$ cat config.mk
export PLATFORM = sky130hd
export DESIGN_NAME = rx_clock_delay_cell
export DESIGN_NICKNAME = d
export VERILOG_FILES = /design/src/pkg/dll_trim_pkg.sv /design/src/rtl/rx_clock_delay_cell.sv /design/src/rtl/tap_delay_line.sv
export VERILOG_INCLUDE_DIRS = /design/src /design/src/pkg
export SDC_FILE = /design/constraint.sdc
export NUM_CORES = 1
export LEC_CHECK = 0
export BUFFER_PORTS_ARGS = -buffer_cell sky130_fd_sc_hd__buf_2
export CAP_MARGIN = 15
export CELL_PAD_IN_SITES_DETAIL_PLACEMENT = 1
export CELL_PAD_IN_SITES_GLOBAL_PLACEMENT = 2
export CORE_UTILIZATION = 30
export DETAILED_ROUTE_END_ITERATION = 10
export GPL_TIMING_DRIVEN = 0
export PLACE_DENSITY = 0.84
export REMOVE_ABC_BUFFERS = 1
export SYNTH_ARGS = -nofsm -noshare
export SYNTH_HDL_FRONTEND = slang
export SYNTH_HIERARCHICAL = 1
export SYNTH_SLANG_ARGS = --single-unit
$ cat constraint.sdc
create_clock -name clock -period 3.52 [get_ports clock]
set_clock_uncertainty 0.2 [all_clocks]
set_input_delay 0.528 -clock clock [delete_from_list [all_inputs] [get_ports clock]]
set_output_delay 0.528 -clock clock [all_outputs]
set_load 0.05 [all_outputs]
$ cat src/pkg/dll_trim_params.svh
// Purpose: Constants for the receive clock delay trim cell
// Assumes: 200 MHz system clock, 8-bit delay setting
// Notes: Types live in dll_trim_pkg
`ifndef DLL_TRIM_PARAMS_SVH
`define DLL_TRIM_PARAMS_SVH

`define TRIM_CODE_WIDTH 8
`define TRIM_MIN_CODE 8'h00
`define TRIM_MAX_CODE 8'hFF
`define TRIM_RESET_CODE 8'h00
`define TRIM_DIR_UP 1'b0
`define TRIM_DIR_DOWN 1'b1
`define TRIM_TAP_COUNT 256

`endif

$ cat src/pkg/dll_trim_pkg.sv
// Purpose: Types for the receive clock delay trim cell
// Assumes: Constants come from dll_trim_params.svh
// Notes: None
package dll_trim_pkg;
	typedef enum logic [1:0] {
		trim_idle = 2'b00,
		trim_stepping = 2'b01,
		trim_held = 2'b11
	} trim_state_t;
	typedef logic [7:0] trim_code_t;
endpackage : dll_trim_pkg

$ cat src/rtl/rx_clock_delay_cell.sv
// Purpose: Receive clock delay cell with fabric trim for margin test
// Assumes: Step and direction are fabric pins, synchronised here
// Notes: Reload restores loop code plus fuse adjustment
`timescale 1ns/1ps
`include "dll_trim_params.svh"
module rx_clock_delay_cell
	import dll_trim_pkg::*;
#(
	parameter int WIDTH = `TRIM_CODE_WIDTH
) (
	// System
	input wire logic clock,
	input wire logic reset,
	// Loop codes from two corner loops
	input wire logic [WIDTH-1:0] loop_code_a,
	input wire logic [WIDTH-1:0] loop_code_b,
	input wire logic loop_select,
	input wire logic [WIDTH-1:0] fuse_adjust,
	// Trim control
	input wire logic delay_reload_n,
	input wire logic trim_step,
	input wire logic trim_direction,
	// Clock path
	input wire logic rx_clock,
	output logic edge_clock_net,
	// Status
	output logic [WIDTH-1:0] delay_setting,
	output logic trim_limit_flag
);
	// ----------------------------------------
	// Input synchronisers
	// ----------------------------------------
	localparam int PIN_COUNT = 3;
	localparam int PIN_STEP = 0;
	localparam int PIN_DIR = 1;
	localparam int PIN_EDGE = 2;

	logic [PIN_COUNT-1:0] pin_raw;
	logic [PIN_COUNT-1:0] pin_meta;
	logic [PIN_COUNT-1:0] pin_safe;
	logic clock_delayed;

	// Step, direction and the delayed clock sample
	assign pin_raw[PIN_STEP] = trim_step;
	assign pin_raw[PIN_DIR] = trim_direction;
	assign pin_raw[PIN_EDGE] = clock_delayed;

	// Two flops per pin; only the second stage is read
	genvar g;
	generate
		for (g = 0; g < PIN_COUNT; g++) begin : g_sync
			always_ff @(posedge clock or posedge reset) begin
				if (reset) begin
					pin_meta[g] <= 1'b0;
				end else begin
					pin_meta[g] <= pin_raw[g];
				end
			end

			always_ff @(posedge clock or posedge reset) begin
				if (reset) begin
					pin_safe[g] <= 1'b0;
				end else begin
					pin_safe[g] <= pin_meta[g];
				end
			end
		end
	endgenerate

	// ----------------------------------------
	// Step edge detect
	// ----------------------------------------
	logic step_safe;
	logic dir_safe;
	logic step_last;
	logic step_rise;

	assign step_safe = pin_safe[PIN_STEP];
	assign dir_safe = pin_safe[PIN_DIR];

	// Pin idles low, so no false edge after reset
	always_ff @(posedge clock or posedge reset) begin
		if (reset) begin
			step_last <= 1'b0;
		end else begin
			step_last <= step_safe;
		end
	end

	assign step_rise = step_safe & ~step_last;

	// ----------------------------------------
	// Reload guard
	// ----------------------------------------
	// A step sampled during reload meets the detector after release,
	// so the guard stands one edge beyond the reload itself
	logic reload_active;
	logic reload_prev;
	logic reload_guard;
	logic step_taken;
	trim_state_t state;
	trim_state_t next_state;

	assign reload_active = ~delay_reload_n;
	assign reload_guard = reload_active | reload_prev;

	always_ff @(posedge clock or posedge reset) begin
		if (reset) begin
			reload_prev <= 1'b0;
		end else begin
			reload_prev <= reload_active;
		end
	end

	always_comb begin
		next_state = state;
		case (state)
			trim_idle: begin
				if (reload_guard) begin
					next_state = trim_held;
				end else if (step_rise) begin
					next_state = trim_stepping;
				end else begin
					next_state = trim_idle;
				end
			end
			trim_stepping: begin
				if (reload_guard) begin
					next_state = trim_held;
				end else if (step_rise) begin
					next_state = trim_stepping;
				end else begin
					next_state = trim_idle;
				end
			end
			trim_held: begin
				if (reload_guard) begin
					next_state = trim_held;
				end else begin
					next_state = trim_idle;
				end
			end
			default: begin
				next_state = trim_held;
			end
		endcase
	end

	always_ff @(posedge clock or posedge reset) begin
		if (reset) begin
			state <= trim_held;
		end else begin
			state <= next_state;
		end
	end

	assign step_taken = step_rise && (state != trim_held) && !reload_active;

	// ----------------------------------------
	// Code source
	// ----------------------------------------
	logic [WIDTH-1:0] base_code;

	// Either adjacent corner loop may feed this edge
	assign base_code = WIDTH'(((loop_select ? loop_code_b : loop_code_a) + fuse_adjust));

	// ----------------------------------------
	// Step arithmetic
	// ----------------------------------------
	logic [WIDTH-1:0] next_setting;
	logic [WIDTH-1:0] next_loaded;

	function automatic logic at_limit(input logic [WIDTH-1:0] code, input logic dir);
		at_limit = (dir == `TRIM_DIR_UP) ? (code == {WIDTH{1'b1}}) : (code == '0);
	endfunction : at_limit

	function automatic logic is_end_code(input logic [WIDTH-1:0] code);
		is_end_code = (code == WIDTH'(`TRIM_MIN_CODE)) || (code == WIDTH'(`TRIM_MAX_CODE));
	endfunction : is_end_code

	always_comb begin
		next_setting = delay_setting;
		if (step_taken && !at_limit(delay_setting, dir_safe)) begin
			if (dir_safe == `TRIM_DIR_UP) begin
				next_setting = WIDTH'(delay_setting + 1'b1);
			end else begin
				next_setting = WIDTH'(delay_setting - 1'b1);
			end
		end
	end

	assign next_loaded = reload_active ? base_code : next_setting;

	// ----------------------------------------
	// Setting register
	// ----------------------------------------
	// Reload loads the base code on every edge while it stands;
	// the taps take it at once through the select below
	always_ff @(posedge clock or posedge reset) begin
		if (reset) begin
			delay_setting <= `TRIM_RESET_CODE;
		end else if (reload_active) begin
			delay_setting <= base_code;
		end else begin
			delay_setting <= next_setting;
		end
	end

	// ----------------------------------------
	// Limit flag
	// ----------------------------------------
	always_ff @(posedge clock or posedge reset) begin
		if (reset) begin
			trim_limit_flag <= 1'b1;
		end else begin
			trim_limit_flag <= is_end_code(next_loaded);
		end
	end

	// ----------------------------------------
	// Delayed clock path
	// ----------------------------------------
	logic [WIDTH-1:0] tap_select;

	// Reload reaches the taps without waiting for a clock edge
	assign tap_select = reload_active ? base_code : delay_setting;

	tap_delay_line #(
		.TAPS(1 << WIDTH)
	) u_taps (
		.clock_in(rx_clock),
		.tap_select(tap_select),
		.clock_out(clock_delayed)
	);

	// Two sync flops above, one more to the port
	always_ff @(posedge clock or posedge reset) begin
		if (reset) begin
			edge_clock_net <= 1'b0;
		end else begin
			edge_clock_net <= pin_safe[PIN_EDGE];
		end
	end
endmodule : rx_clock_delay_cell

$ cat src/rtl/tap_delay_line.sv
// Purpose: Tapped delay line model for the receive clock
// Assumes: Setting selects one of the tap outputs
// Notes: Tap 0 is the undelayed clock
`timescale 1ns/1ps
`include "dll_trim_params.svh"
module tap_delay_line #(
	parameter int TAPS = `TRIM_TAP_COUNT
) (
	// Clock path
	input wire logic clock_in,
	// Tap select
	input wire logic [$clog2(TAPS)-1:0] tap_select,
	// Delayed clock
	output logic clock_out
);
	logic [TAPS-1:0] chain;
	assign chain[0] = clock_in;
	genvar i;
	generate
		for (i = 1; i < TAPS; i++) begin : g_tap
			// One buffer stage per tap
			assign chain[i] = chain[i-1];
		end
	endgenerate
	assign clock_out = chain[tap_select];
endmodule : tap_delay_line

==> impl_results.md <==
- Initial antenna violation count: 0
- Largest net degree at the start of global routing: 21
- Hold endpoint: step_safe
- Final setup vio count: 0
- Met3 Use GR: approximately 1.2%
- DRC Markers: 0
- Final hold violations: 0
- Avg WL per Cell: ~15 microns
- Initial drt markers: between 40 and 50
- Status: finished clean
- Max-Cap Viols: 0
- Dpl cells: between 200 and 300
- Endpoint class of the critical path: flip-flop
- M2 GR Usage: about 27%
- CTS buffer count: 3
- Hold Crit Depth: 0
- Kind of critical path: in2reg
- Routed Antenna Nets: 0
- Root buffer cell: clkbuf_8
- Number of diodes: 0
- Routing usage on met1: 20.79%
- Final Cycle Share: slightly below 90%
- FF-to-FF path depth: 9
- CTS tree: built
- Placed cell area: 0.001800 sq mm
- Crit path DAT: roughly 3.1 ns
- Setup TNS: 0 ns
- Number of nets in the layout: about 250
- Mapped cell area: ~0.0016 sq mm
- CP max FO: 8
- Layout Cells excl Fill: 273
- Max VDD drop: 0.2890 mV
- Clock transition at path regs: ~0.07 ns
- Hold/Removal Path Class: reg2reg
- PwrDens: 459.9 mW/mm^2
- Top Usage Layer GRT: met2
- Cell row count: 25
- Fin crit period: roughly 3.1 ns
- Routability cong.: between 0.7 and 0.8
- Max Slew Vio Count: 0
- Total wire length: 3966 microns
- Die Span X: between 70 and 80 microns
- IO Count: a little over 40
- Design Area, Final: ~0.0018 sq mm
- Via density: just over 5
- First-pass GRT wire length: about 6600 microns
- F_max: between 300 and 400 MHz
- Warnings, synthesis: 6
- CTS Sinks: 20
- H-tree levels: 1
- R2r setup slk: about 0.40 ns
- RSZ-0062 raised after global routing: no
- HP Start: pin_meta[0]
- Worst-margin pin slew: around 0.88 ns
- Total core area: slightly below 0.005 sq mm
- Share of cells above drive strength 1: 29.61%
- GRT overflow: 0
- Post-CTS setup buffers: 0
- Via Count: ~1.4k
- Post-Syn Instances: between 150 and 200
- Reg2reg end: trim_limit_flag
- Leakage power: around 0.00089 uW
- Synthesized area per cell: 9.280 sq um
- Clock latency on the worst-skew pair: around 0.26 ns
- GRT Util Overall: between 15 and 20%
- Die height: ~74 microns
- # fillers: approximately 590
- Startpoint Class: input port
- Post-CTS Hold Buffers: 0
- Starting Density: 32.15%
- Die Area: approximately 0.0055 sq mm
- DPL Wire Length: about 3200 microns
- Layout area overhead: 18.38%
- Pre-antenna DRT Iters: 4
- R2r startpoint: dir_safe
- Max_slew headroom: 40.88%
- CTS Buffer Depth: 2
- Vias in the first global route: 1422
- CP Data Required Time: approximately 3.5 ns
- PortBufs: 40
==> flip-flops by register name (all words and copies together), names as in the netlist <==
name / flops
pin_meta: 3
reload_prev: 1
state: 2
step_safe: 1
pin_safe: 1
delay_setting: 8
dir_safe: 1
edge_clock_net: 1
trim_limit_flag: 1
step_last: 1
==> worst max path at each step <==
stage / startpoint / endpoint / slack [ns] / cells after the start
6_report: loop_select / trim_limit_flag / 0.38 / 12
5_1_grt: dir_safe / trim_limit_flag / 0.17 / 9
4_1_cts: dir_safe / trim_limit_flag / 0.26 / 9
3_5_place_dp: loop_select / trim_limit_flag / 0.11 / 12
3_3_place_gp: loop_select / trim_limit_flag / 0.1 / 12
2_1_floorplan: delay_setting[0] / trim_limit_flag / 0.54 / 9
==> placed cells by master, fill, tap and decap left out, types with 3 or more instances in the layout <==
master / count
nand3_1: 6
mux2_2: 6
a21o_1: 5
xor2_1: 7
o211ai_1: 3
o21ai_0: 4
inv_1: 14
o22ai_1: 3
xnor2_1: 3
clkbuf_8: 3
nand2_1: 9
dfstp_2: 3
mux2i_1: 4
nand4_1: 5
dfrtp_1: 17
ha_1: 13
a21oi_1: 6
nor2_1: 12
nor4_1: 3
buf_2: 40
or2_2: 4
==> metal layers <==
metal / share of wire, % / vias up
met2: 49 / 22
met3: 2.4 / 10
met5: 0 / -
met4: 2.2 / 0
li1: - / 693
met1: 46 / 677
==> cell type report <==
class | instances | area (sq um) | share of cell area [%]
Inverter | 14 | 52.55 | 2.847
Clock buffer | 4 | 45.04 | 2.441
Multi-Input combinational cell | 128 | 959.7 | 52.00
Sequential cell | 20 | 504.2 | 27.32
Timing Repair Buffer | 40 | 200.2 | 10.85
Tap cell | 67 | 83.83 | 4.542
==> report_power, final <==
group | switching [uW] | internal (uW) | leakage, uW
clock | 70.2 | 80.5 | 0.0000228
sequential | 43.6 | 259 | 0.000231
combinational | 246 | 149 | 0.000634
==> through the flow <==
stage | util, % | hold slack [ns] | setup slack [ns] | power [uW]
final | 38.06 | 0.1590 | 0.3791 | 848.7
after global routing | 38.06 | 0.1548 | 0.1711 | 914.3
after CTS | 38.06 | 0.1561 | 0.2565 | 856.6
after detailed placement | 37.14 | 0.1396 | 0.1109 | 704.0
after global placement | 37.14 | 0.1337 | 0.09690 | 697.1
after floorplan | - | 0.1312 | 0.5376 | 590.0
==> critical path: stages <==
cell      delay [ns]
buf_2           0.17
mux2_2          0.24
ha_1            0.15
inv_1           0.05
fa_1            0.41
nor2b_1         0.17
o221ai_1        0.15
a21boi_0        0.22
xor2_1          0.18
a221oi_1        0.14
or4_1           0.54
mux2i_1         0.16
==> repair_timing <==
action,4_1_cts,5_1_grt
gates resized for setup,0,1
endpoints found under the hold margin,0,0
setup endpoints to repair,0,1
(Power assumes the default switching activity.)
